### src/pkg/motor_cmd_pkg.sv
// Purpose: constants for the speed and torque command block
// Assumes: 10 MHz clock, 16-bit register port, analog input in millivolts
// Notes: speed in r/min, torque in percent, ramp times in 0.1 s units
// Overview of operation
// - analog speed equals gain times volts
// - signed speed offset added, -2000 to 2000
// - speed command above upper limit only when lower limit exceeds it
// - speed command below lower limit only when upper limit is lower
// - torque limit capped at 300 percent
// - source selection 3 takes analog torque
// - enable input on applies limit, else peak
// - unassigned enable on; several need all
// - clamped output when torque reaches limit
// - analog torque gain percent per volt
// - signed torque offset added, -150 to 150
// - analog torque limit clamped to maximum
// - acceleration time is zero to 3000 r/min
// - deceleration time is 3000 r/min to zero
// - ramps above 0.1 s finish on time
// - direction parameter picks positive rotation sense
// - local standstill blinks direction, key toggles
// - four select inputs choose sixteen data sets
// - data number is binary select value
// - run with selected set's four values
// - select, start with run, stop same input
package motor_cmd_pkg;
  localparam int ADDR_W = 8;
  localparam int DATA_W = 16;
  localparam logic [7:0] A_SPD_GAIN = 8'h00;
  localparam logic [7:0] A_SPD_OFS  = 8'h01;
  localparam logic [7:0] A_SPD_UP   = 8'h02;
  localparam logic [7:0] A_SPD_LO   = 8'h03;
  localparam logic [7:0] A_TQ_GAIN  = 8'h04;
  localparam logic [7:0] A_TQ_OFS   = 8'h05;
  localparam logic [7:0] A_TQ_MAX   = 8'h06;
  localparam logic [7:0] A_SRC_SEL  = 8'h07;
  localparam logic [7:0] A_CTRL     = 8'h08;
  localparam logic [7:0] A_ST_SPEED = 8'h09;
  localparam logic [7:0] A_ST_TQLIM = 8'h0A;
  localparam logic [7:0] A_ST_FLAGS = 8'h0B;
  localparam logic [7:0] A_DS_BASE  = 8'h40;
  localparam int CTRL_DIR = 0;
  localparam int CTRL_3WIRE = 1;
  localparam int CTRL_TLMASK = 2;
  localparam logic [15:0] RST_SPD_GAIN = 16'h0352;
  localparam logic [15:0] RST_SPD_OFS  = 16'h0000;
  localparam logic [15:0] RST_SPD_UP   = 16'h0FA0;
  localparam logic [15:0] RST_SPD_LO   = 16'h0032;
  localparam logic [15:0] RST_TQ_GAIN  = 16'h0041;
  localparam logic [15:0] RST_TQ_OFS   = 16'h0000;
  localparam logic [15:0] RST_TQ_MAX   = 16'h012C;
  localparam logic [15:0] RST_SRC_SEL  = 16'h0000;
  localparam logic [15:0] RST_CTRL     = 16'h0001;
  localparam logic [15:0] RST_DS_SPEED = 16'h0032;
  localparam logic [15:0] RST_DS_TQ    = 16'h012C;
  localparam logic [15:0] RST_DS_TIME  = 16'h0005;
  localparam int F_SPEED = 0;
  localparam int F_TQ = 1;
  localparam int F_ACC = 2;
  localparam int F_DEC = 3;
  localparam logic [1:0] SRC_TQ_ANALOG = 2'h3;
  localparam logic [1:0] SRC_SPD_DATA1 = 2'h1;
  localparam logic [1:0] SRC_SPD_ALL = 2'h2;
  localparam logic [15:0] TORQUE_PEAK = 16'h012C;
  localparam int MV_PER_V = 1000;
  localparam int CLK_HZ = 10_000_000;
  localparam int RATED_RPM = 3000;
  localparam int TENTH_S_CYC = CLK_HZ / 10;
  localparam int RAMP_CYC_RPM = TENTH_S_CYC / RATED_RPM;
  localparam int BLINK_HALF_MS = 500;
  localparam int BLINK_CYC = CLK_HZ / 1000 * BLINK_HALF_MS;
endpackage : motor_cmd_pkg

### src/logic/data_set_mem.sv
// Purpose: sixteen operation data sets, four 16-bit fields each
// Assumes: one shared write port with field select, registered read by entry
// Notes: fields hold speed, torque limit, accel and decel time
`timescale 1ns/1ns
`default_nettype none
module data_set_mem (
  // clock and reset
  input  wire logic        clock,
  input  wire logic        rst_n,
  // write side
  input  wire logic        wrEn,
  input  wire logic [3:0]  wrEntry,
  input  wire logic [1:0]  wrField,
  input  wire logic [15:0] wrData,
  // read side
  input  wire logic [3:0]  rdEntry,
  output logic      [63:0] rdData
);
  logic [63:0] mem_r [16];

  generate
    for (genvar i = 0; i < 16; i++) begin : g_entry
      always_ff @(posedge clock or negedge rst_n) begin
        if (!rst_n) begin
          mem_r[i] <= {motor_cmd_pkg::RST_DS_TIME, motor_cmd_pkg::RST_DS_TIME,
                       motor_cmd_pkg::RST_DS_TQ, motor_cmd_pkg::RST_DS_SPEED};
        end else if (wrEn && wrEntry == 4'(i)) begin
          mem_r[i][16*wrField +: 16] <= wrData;
        end
      end
    end
  endgenerate

  always_ff @(posedge clock or negedge rst_n) begin
    if (!rst_n) begin
      rdData <= 64'h0000_0000_0000_0000;
    end else begin
      rdData <= mem_r[rdEntry];
    end
  end
endmodule : data_set_mem
`default_nettype wire

### src/logic/motor_speed_torque_command.sv
// Purpose: speed command, torque limit, ramps, direction, data select
// Assumes: inputs synchronous to clock, analog level in millivolts
// Notes: speed held as magnitude plus direction; reversal ramps via zero
`timescale 1ns/1ns
`default_nettype none
module motor_speed_torque_command #(
  parameter int RAMP_CYC = motor_cmd_pkg::RAMP_CYC_RPM,
  parameter int BLINK_CYC = motor_cmd_pkg::BLINK_CYC
) (
  // clock and reset
  input  wire logic        clock,
  input  wire logic        rst_n,
  // register port
  input  wire logic [7:0]  regAddr,
  input  wire logic [15:0] regWrData,
  input  wire logic        regWr,
  input  wire logic        regRd,
  output logic      [15:0] regRdData,
  // io connector inputs
  input  wire logic        forward_run_in,
  input  wire logic        backward_run_in,
  input  wire logic        direction_select_in,
  input  wire logic [3:0]  data_select_bits,
  input  wire logic [1:0]  torque_limit_enable_in,
  // analog setting and motor feedback
  input  wire logic [13:0] analogMv,
  input  wire logic [15:0] motorTorque,
  // local panel
  input  wire logic        localMode,
  input  wire logic        localRun,
  input  wire logic        dirKey,
  // outputs
  output logic      [15:0] speedCmd,
  output logic             rotateCw,
  output logic      [15:0] torqueLimit,
  output logic             torque_clamped_out,
  output logic             dirBlink,
  output logic      [3:0]  dataNumber
);
  typedef enum logic [1:0] {MS_IDLE, MS_RUN, MS_STOP} motion_t;

  logic [15:0] spdGain_r, spdOfs_r, spdUp_r, spdLo_r;
  logic [15:0] tqGain_r, tqOfs_r, tqMax_r, srcSel_r, ctrl_r;
  motion_t     state_r, state_nxt;
  logic [15:0] speed_r, speed_nxt;
  logic        curPos_r, curPos_nxt;
  logic [21:0] rampCnt_r;
  logic        localDir_r;
  logic [23:0] blinkCnt_r;
  logic        blink_r;
  logic [63:0] dsData;

  // register decode
  wire        dsWrite = regWr && regAddr[7:6] == motor_cmd_pkg::A_DS_BASE[7:6];
  wire [3:0]  dsEntry = regAddr[5:2];
  wire [1:0]  dsField = regAddr[1:0];

  data_set_mem u_mem (
    .clock   (clock),
    .rst_n   (rst_n),
    .wrEn    (dsWrite),
    .wrEntry (dsEntry),
    .wrField (dsField),
    .wrData  (regWrData),
    .rdEntry (dataNumber),
    .rdData  (dsData)
  );

  // selected data set
  assign dataNumber = data_select_bits;
  wire [15:0] dsSpeed = dsData[16*motor_cmd_pkg::F_SPEED +: 16];
  wire [15:0] dsTq    = dsData[16*motor_cmd_pkg::F_TQ +: 16];
  wire [15:0] dsAcc   = dsData[16*motor_cmd_pkg::F_ACC +: 16];
  wire [15:0] dsDec   = dsData[16*motor_cmd_pkg::F_DEC +: 16];

  // analog speed: gain per volt times volts plus offset
  wire [29:0] spdProd = 30'(spdGain_r) * 30'(analogMv);
  wire [17:0] spdScaled = 18'(spdProd / 30'(motor_cmd_pkg::MV_PER_V));
  wire signed [18:0] spdSum = $signed({1'b0, spdScaled}) + 19'(signed'(spdOfs_r));
  wire [1:0]  srcSel = srcSel_r[1:0];
  wire        spdAnalog = srcSel == motor_cmd_pkg::SRC_SPD_ALL ||
                          (srcSel == motor_cmd_pkg::SRC_SPD_DATA1 && dataNumber == 4'h1);
  // signed compares, so a negative sum lands on the lower limit
  wire signed [18:0] spdRaw = spdAnalog ? spdSum : $signed({3'b000, dsSpeed});
  wire signed [18:0] spdUpS = $signed({3'b000, spdUp_r});
  wire signed [18:0] spdLoS = $signed({3'b000, spdLo_r});
  wire [15:0] spdHi = spdRaw > spdUpS ? spdUp_r : 16'(spdRaw);
  wire [15:0] spdCmdVal = spdRaw < spdLoS ? spdLo_r : spdHi;

  // analog torque: gain per volt times volts plus offset, then clamp
  wire [29:0] tqProd = 30'(tqGain_r) * 30'(analogMv);
  wire [17:0] tqScaled = 18'(tqProd / 30'(motor_cmd_pkg::MV_PER_V));
  wire signed [18:0] tqSum = $signed({1'b0, tqScaled}) + 19'(signed'(tqOfs_r));
  wire [15:0] tqPos = tqSum < 0 ? 16'h0000 : (tqSum > 19'h0_FFFF ? 16'hFFFF : 16'(tqSum));
  wire [15:0] tqAnalog = tqPos > tqMax_r ? tqMax_r : tqPos;
  wire [15:0] tqSet = (srcSel == motor_cmd_pkg::SRC_TQ_ANALOG) ? tqAnalog : dsTq;
  wire [15:0] tqCapped = tqSet > motor_cmd_pkg::TORQUE_PEAK ? motor_cmd_pkg::TORQUE_PEAK : tqSet;

  // enable: unassigned terminals count as on, assigned ones must all be on
  wire [1:0]  enMask = ctrl_r[motor_cmd_pkg::CTRL_TLMASK +: 2];
  wire        limitOn = &(torque_limit_enable_in | ~enMask);
  assign torqueLimit = limitOn ? tqCapped : motor_cmd_pkg::TORQUE_PEAK;
  assign torque_clamped_out = motorTorque >= torqueLimit;

  // run and direction request
  wire threeWire = ctrl_r[motor_cmd_pkg::CTRL_3WIRE];
  wire dirParam  = ctrl_r[motor_cmd_pkg::CTRL_DIR];
  wire twoRun = forward_run_in ^ backward_run_in;
  wire runExt = threeWire ? forward_run_in : twoRun;
  wire posExt = threeWire ? !direction_select_in : forward_run_in;
  wire runReq = localMode ? localRun : runExt;
  wire posReq = localMode ? localDir_r : posExt;

  // motion control
  wire [15:0] target = (state_r == MS_RUN && posReq == curPos_r) ? spdCmdVal : 16'h0000;
  wire        accel = target > speed_r;
  wire [21:0] stepLim = 22'(accel ? dsAcc : dsDec) * 22'(RAMP_CYC);
  wire        stepNow = rampCnt_r >= stepLim;

  always_comb begin
    state_nxt = state_r;
    case (state_r)
      MS_IDLE: begin
        if (runReq) begin
          state_nxt = MS_RUN;
        end
      end
      MS_RUN: begin
        if (!runReq) begin
          state_nxt = MS_STOP;
        end
      end
      MS_STOP: begin
        if (runReq) begin
          state_nxt = MS_RUN;
        end else if (speed_r == 16'h0000) begin
          state_nxt = MS_IDLE;
        end
      end
      default: state_nxt = MS_IDLE;
    endcase
  end

  always_comb begin
    speed_nxt = speed_r;
    curPos_nxt = curPos_r;
    if (speed_r == 16'h0000 && state_r == MS_RUN) begin
      curPos_nxt = posReq;
    end
    if (stepNow && target != speed_r) begin
      speed_nxt = accel ? speed_r + 16'h0001 : speed_r - 16'h0001;
    end
  end

  always_ff @(posedge clock or negedge rst_n) begin
    if (!rst_n) begin
      state_r <= MS_IDLE;
      speed_r <= 16'h0000;
      curPos_r <= 1'b1;
      rampCnt_r <= 22'h00_0000;
    end else begin
      state_r <= state_nxt;
      speed_r <= speed_nxt;
      curPos_r <= curPos_nxt;
      rampCnt_r <= (stepNow || target == speed_r) ? 22'h00_0000 : rampCnt_r + 22'h00_0001;
    end
  end

  assign speedCmd = speed_r;
  assign rotateCw = curPos_r ? dirParam : !dirParam;

  // local panel direction and blink
  wire standstill = speed_r == 16'h0000 && state_r == MS_IDLE;
  wire blinkTick = blinkCnt_r == 24'(BLINK_CYC - 1);

  always_ff @(posedge clock or negedge rst_n) begin
    if (!rst_n) begin
      localDir_r <= 1'b1;
      blinkCnt_r <= 24'h00_0000;
      blink_r <= 1'b0;
    end else begin
      if (localMode && standstill && dirKey) begin
        localDir_r <= !localDir_r;
      end
      blinkCnt_r <= blinkTick ? 24'h00_0000 : blinkCnt_r + 24'h00_0001;
      if (blinkTick) begin
        blink_r <= !blink_r;
      end
    end
  end

  assign dirBlink = localMode && standstill && blink_r;

  // register writes
  always_ff @(posedge clock or negedge rst_n) begin
    if (!rst_n) begin
      spdGain_r <= motor_cmd_pkg::RST_SPD_GAIN;
      spdOfs_r <= motor_cmd_pkg::RST_SPD_OFS;
      spdUp_r <= motor_cmd_pkg::RST_SPD_UP;
      spdLo_r <= motor_cmd_pkg::RST_SPD_LO;
      tqGain_r <= motor_cmd_pkg::RST_TQ_GAIN;
      tqOfs_r <= motor_cmd_pkg::RST_TQ_OFS;
      tqMax_r <= motor_cmd_pkg::RST_TQ_MAX;
      srcSel_r <= motor_cmd_pkg::RST_SRC_SEL;
      ctrl_r <= motor_cmd_pkg::RST_CTRL;
    end else if (regWr) begin
      case (regAddr)
        motor_cmd_pkg::A_SPD_GAIN: spdGain_r <= regWrData;
        motor_cmd_pkg::A_SPD_OFS:  spdOfs_r <= regWrData;
        motor_cmd_pkg::A_SPD_UP:   spdUp_r <= regWrData;
        motor_cmd_pkg::A_SPD_LO:   spdLo_r <= regWrData;
        motor_cmd_pkg::A_TQ_GAIN:  tqGain_r <= regWrData;
        motor_cmd_pkg::A_TQ_OFS:   tqOfs_r <= regWrData;
        motor_cmd_pkg::A_TQ_MAX:   tqMax_r <= regWrData;
        motor_cmd_pkg::A_SRC_SEL:  srcSel_r <= regWrData;
        motor_cmd_pkg::A_CTRL:     ctrl_r <= regWrData;
        default: ;
      endcase
    end
  end

  // register reads, one cycle later
  logic [15:0] rdMux;
  always_comb begin
    case (regAddr)
      motor_cmd_pkg::A_SPD_GAIN: rdMux = spdGain_r;
      motor_cmd_pkg::A_SPD_OFS:  rdMux = spdOfs_r;
      motor_cmd_pkg::A_SPD_UP:   rdMux = spdUp_r;
      motor_cmd_pkg::A_SPD_LO:   rdMux = spdLo_r;
      motor_cmd_pkg::A_TQ_GAIN:  rdMux = tqGain_r;
      motor_cmd_pkg::A_TQ_OFS:   rdMux = tqOfs_r;
      motor_cmd_pkg::A_TQ_MAX:   rdMux = tqMax_r;
      motor_cmd_pkg::A_SRC_SEL:  rdMux = srcSel_r;
      motor_cmd_pkg::A_CTRL:     rdMux = ctrl_r;
      motor_cmd_pkg::A_ST_SPEED: rdMux = speed_r;
      motor_cmd_pkg::A_ST_TQLIM: rdMux = torqueLimit;
      motor_cmd_pkg::A_ST_FLAGS: rdMux = {9'h000, dataNumber, curPos_r,
                                          state_r != MS_IDLE, torque_clamped_out};
      default: rdMux = 16'h0000;
    endcase
  end

  always_ff @(posedge clock or negedge rst_n) begin
    if (!rst_n) begin
      regRdData <= 16'h0000;
    end else begin
      regRdData <= regRd ? rdMux : 16'h0000;
    end
  end
endmodule : motor_speed_torque_command
`default_nettype wire

### config.mk
export PLATFORM = sky130hd
export DESIGN_NAME = motor_speed_torque_command
export DESIGN_NICKNAME = d
export VERILOG_FILES = /design/src/pkg/motor_cmd_pkg.sv /design/src/logic/data_set_mem.sv /design/src/logic/motor_speed_torque_command.sv
export SDC_FILE = /design/constraint.sdc
export NUM_CORES = 2
export LEC_CHECK = 0
export BUFFER_PORTS_ARGS = -buffer_cell sky130_fd_sc_hd__buf_2
export CAP_MARGIN = 20
export CORE_MARGIN = 3
export CORE_UTILIZATION = 50
export CTS_CLUSTER_DIAMETER = 40
export DETAILED_ROUTE_END_ITERATION = 6
export MAX_ROUTING_LAYER = met4
export PLACE_DENSITY_LB_ADDON = 0.15
export SLEW_MARGIN = 20
export SYNTH_ARGS = -nofsm -noshare
export SYNTH_HDL_FRONTEND = slang
export SYNTH_SLANG_ARGS = --single-unit
### constraint.sdc
create_clock -name clock -period 91 [get_ports clock]
set_input_delay 4.55 -clock clock [delete_from_list [all_inputs] [get_ports clock]]
set_output_delay 4.55 -clock clock [all_outputs]
set_load 0.005 [all_outputs]
==> reports/summary.md <==
* **category of the worst setup path capture point** flip-flop
* **final hold vios** 0
* **placement row count** 155
* **area added between synthesis and finish** 8.379%
* **sequential share of the synthesized area** 36.64%
* **sequential standard cell area** 0.03316 sq mm
* **Critical Path Max Stage Delay** 0.90 ns
* **number of distinct standard cells referenced by the synthesized netlist** 135
* **number of primary I/O pins** 125
* **biggest fanout along the worst timing path** 32
* **slowest cell on the critical path** sky130_fd_sc_hd__a21oi_1
* **fraction of the cycle the final worst path needs** 46.45%
* **synthesized netlist cell count** 9410
* **total number of vias** 70.60k
* **number of design-rule violations left by the first detailed-router iteration** 5886
* **GRT Util Overall** 29.29%
* **Slew headroom** 25.54%
* **number of cells on the worst reg-to-reg path** 146
* **# nets final** 10.06k
* **final critical delay including setup and external delays** 42.27 ns
* **crit path kind** in2reg
* **cell chosen for the clock root** sky130_fd_sc_hd__clkbuf_16
* **number of sinks driven by the clock tree** 1315
* **total overflow reported by the global router** 0
* **post-synthesis instance area** 0.09048 sq mm
* **top achievable clock speed** 23.66 MHz
* **starting utilization of the core area** 50.49%
* **number of buffers inserted to repair setup after CTS** 0
* **Die Area** 0.1861 sq mm
* **Post-route DRC** 0
* **synthesized flop and latch total** 1315
* **post-detailed-placement half-perimeter wirelength** 182200 um
* **global-route wire length before repair** 414200 um
* **Tightest Hold Check Type** reg2reg
* **wire length per cell after detailed routing** 22.62 um
* **latest clock arrival within the worst-skew pair** 0.79 ns
* **CP bufs+invs** 14
* **commonest register cell after synthesis** sky130_fd_sc_hd__dfrtp_1
* **commonest cells after routing, fill and taps aside** sky130_fd_sc_hd__nand2_1 (1732), sky130_fd_sc_hd__o21ai_0 (1238), sky130_fd_sc_hd__dfrtp_1 (1116)
* **number of enable-type register cells in the synthesized netlist** 0
* **count of H-tree levels built during CTS** 4
* **total cell area at the placement stage** 0.09276 sq mm
* **multi-input combinational cell area** 0.05284 sq mm
* **Setup TNS** 0 ns
* **cell type with the highest occurrence count on the critical path** sky130_fd_sc_hd__a21oi_1
* **maximum capacitance violations** 0
* **Syn Area/Cell** 9.615 sq um
* **data arrival time of the worst path** 42.92 ns
* **cells resized by post-CTS repair** 0
* **Max clock buf depth** 3
* **clock transition at the register clock pins on the worst setup and hold paths after CTS** 0.06 ns
* **pin slew with the least headroom to its limit** 1.108 ns
* **CTS buffer count** 151
* **number of buffers added on ports** 117
* **Critical Path Source Type** primary input
* **ratio of cells with drive above 1 in the final layout** 14.60%
* **count of yosys warnings during synthesis** 0
* **number of nets with antenna violations after detailed routing** 0
* **number of detailed-routing iterations run before antenna repair** 7
* **worst hold path cell count** 1
* **Chip Width** 431.4 um
* **leading cell type in the layout, fill and taps excluded** sky130_fd_sc_hd__nand2_1
* **TritonCTS clock tree** done
* **via density per instance** 6.029
* **async set or reset register ratio after synthesis** 100.0%
* **die height** 431.4 um
* **CP delay by family, top** compound AO/OA/AOI/OAI gates
* **number of antenna violations at the first check in global routing** 17
* **final WL** 264900 um
* **pins over their slew limit** 0
* **status** finished, final reports clean
* **# hold bufs at CTS** 0
* **WP depth** 147
* **post-route standard cell area excluding fillers** 0.09806 sq mm
* **final-layout fill cell count** 16.03k
* **worst path required time** 91.65 ns
* **RSZ-0062 raised after global routing** no
* **largest net degree at the start of global routing** 185
* **final setup fails** 0
* **number of global-route vias before repair** 70.52k
* **area inside the core boundary** 0.1792 sq mm
* **placer's final routability congestion estimate** 0.9297
* **Fin Clk Skew** 0.02939 ns
==> final timing paths <==
check	start	to	slack, ns
min in group asynchronous	rst_n	u_mem.mem_r[51]$_DFFE_PN0P_	3.79
worst max register to register	spdGain_r[5]$_DFFE_PN0P_	speedCmd[4]$_DFFE_PN0P_	52.13
worst min-delay path	blink_r$_DFFE_PN0N_	blink_r$_DFFE_PN0N_	0.46
worst min register to register	blink_r$_DFFE_PN0N_	blink_r$_DFFE_PN0N_	0.46
max in group asynchronous	rst_n	u_mem.mem_r[782]$_DFFE_PN0P_	82.99
worst max-delay path	analogMv[7]	speedCmd[4]$_DFFE_PN0P_	48.73
==> synth_stat cells (all sizes together), types with 33 or more instances <==
master / count / area share [%]
a211oi: 49 / 0.48
a21o: 77 / 0.64
a21oi: 305 / 1.8
a221oi: 41 / 0.42
a31oi: 61 / 0.48
and2: 259 / 1.8
and3: 40 / 0.28
buf: 88 / 0.50
clkbuf: 501 / 2.1
dfrtp: 1116 / 31
dfstp: 199 / 5.8
fa: 369 / 8.2
ha: 403 / 5.6
inv: 604 / 2.5
mux2: 190 / 2.4
mux2i: 74 / 0.82
mux4: 321 / 8.0
nand2: 1740 / 7.2
nand2b: 41 / 0.28
nand3: 124 / 0.69
nand4: 66 / 0.46
nor2: 329 / 1.4
nor3: 106 / 0.62
nor4: 52 / 0.39
o211ai: 46 / 0.39
o21a: 34 / 0.28
o21ai: 1278 / 7.1
o31ai: 34 / 0.28
or2: 33 / 0.23
xnor2: 187 / 1.8
xor2: 88 / 0.86
==> state kept, by name, indices dropped and copies added (netlist names), 16 cells and up <==
| name | cells |
|---|---|
| u_mem.mem_r | 1024 |
| u_mem.rdData | 64 |
| blinkCnt_r | 24 |
| rampCnt_r | 22 |
| ctrl_r | 16 |
| regRdData | 16 |
| spdGain_r | 16 |
| spdLo_r | 16 |
| spdOfs_r | 16 |
| spdUp_r | 16 |
| speedCmd | 16 |
| srcSel_r | 16 |
| tqGain_r | 16 |
| tqMax_r | 16 |
| tqOfs_r | 16 |
==> kinds of logic after synthesis <==
| family | synth area share (%) |
|---|---|
| mux | 11.18 |
| buf+inv | 5.092 |
| other cells | 0.008300 |
| compound gates | 16.21 |
| flops | 36.64 |
| fa+ha+maj | 13.82 |
| simple gates | 14.35 |
| xor+xnor | 2.699 |
==> metal layers <==
metal	routed length, um	global-route usage, %	part of all wire, %
met1	110800	37.17	42
met2	128800	47.71	49
met3	13390	3.654	5.1
met4	11960	12.28	4.5
met5	0	-	0
==> layout make-up <==
type,count,area share (%)
inverters,605,2.316
multi-input cells,6913,53.89
repair buffers,235,1.575
clock inverters,73,0.9723
well taps,2355,3.005
flip-flops and latches,1315,33.81
clock buffers,204,4.403
diodes,11,0.02807
==> per-stage QoR <==
stage / setup WS (ns) / instances / utilization [%] / hold WS, ns
final: 48.73 / 11710 / 54.72 / 0.4613
after global placement: 49.51 / 11420 / 51.76 / 0.4460
after floorplan: 54.90 / 9422 / - / 0.4336
after CTS: 49.26 / 11700 / 54.70 / 0.4605
after global routing: 45.87 / 11710 / 54.72 / 0.4711
after detailed placement: 48.65 / 11420 / 51.76 / 0.4488
Power is left out: the tool's default activity adds up to more than one toggle a clock period on the data nets, which glitch-free logic cannot reach.
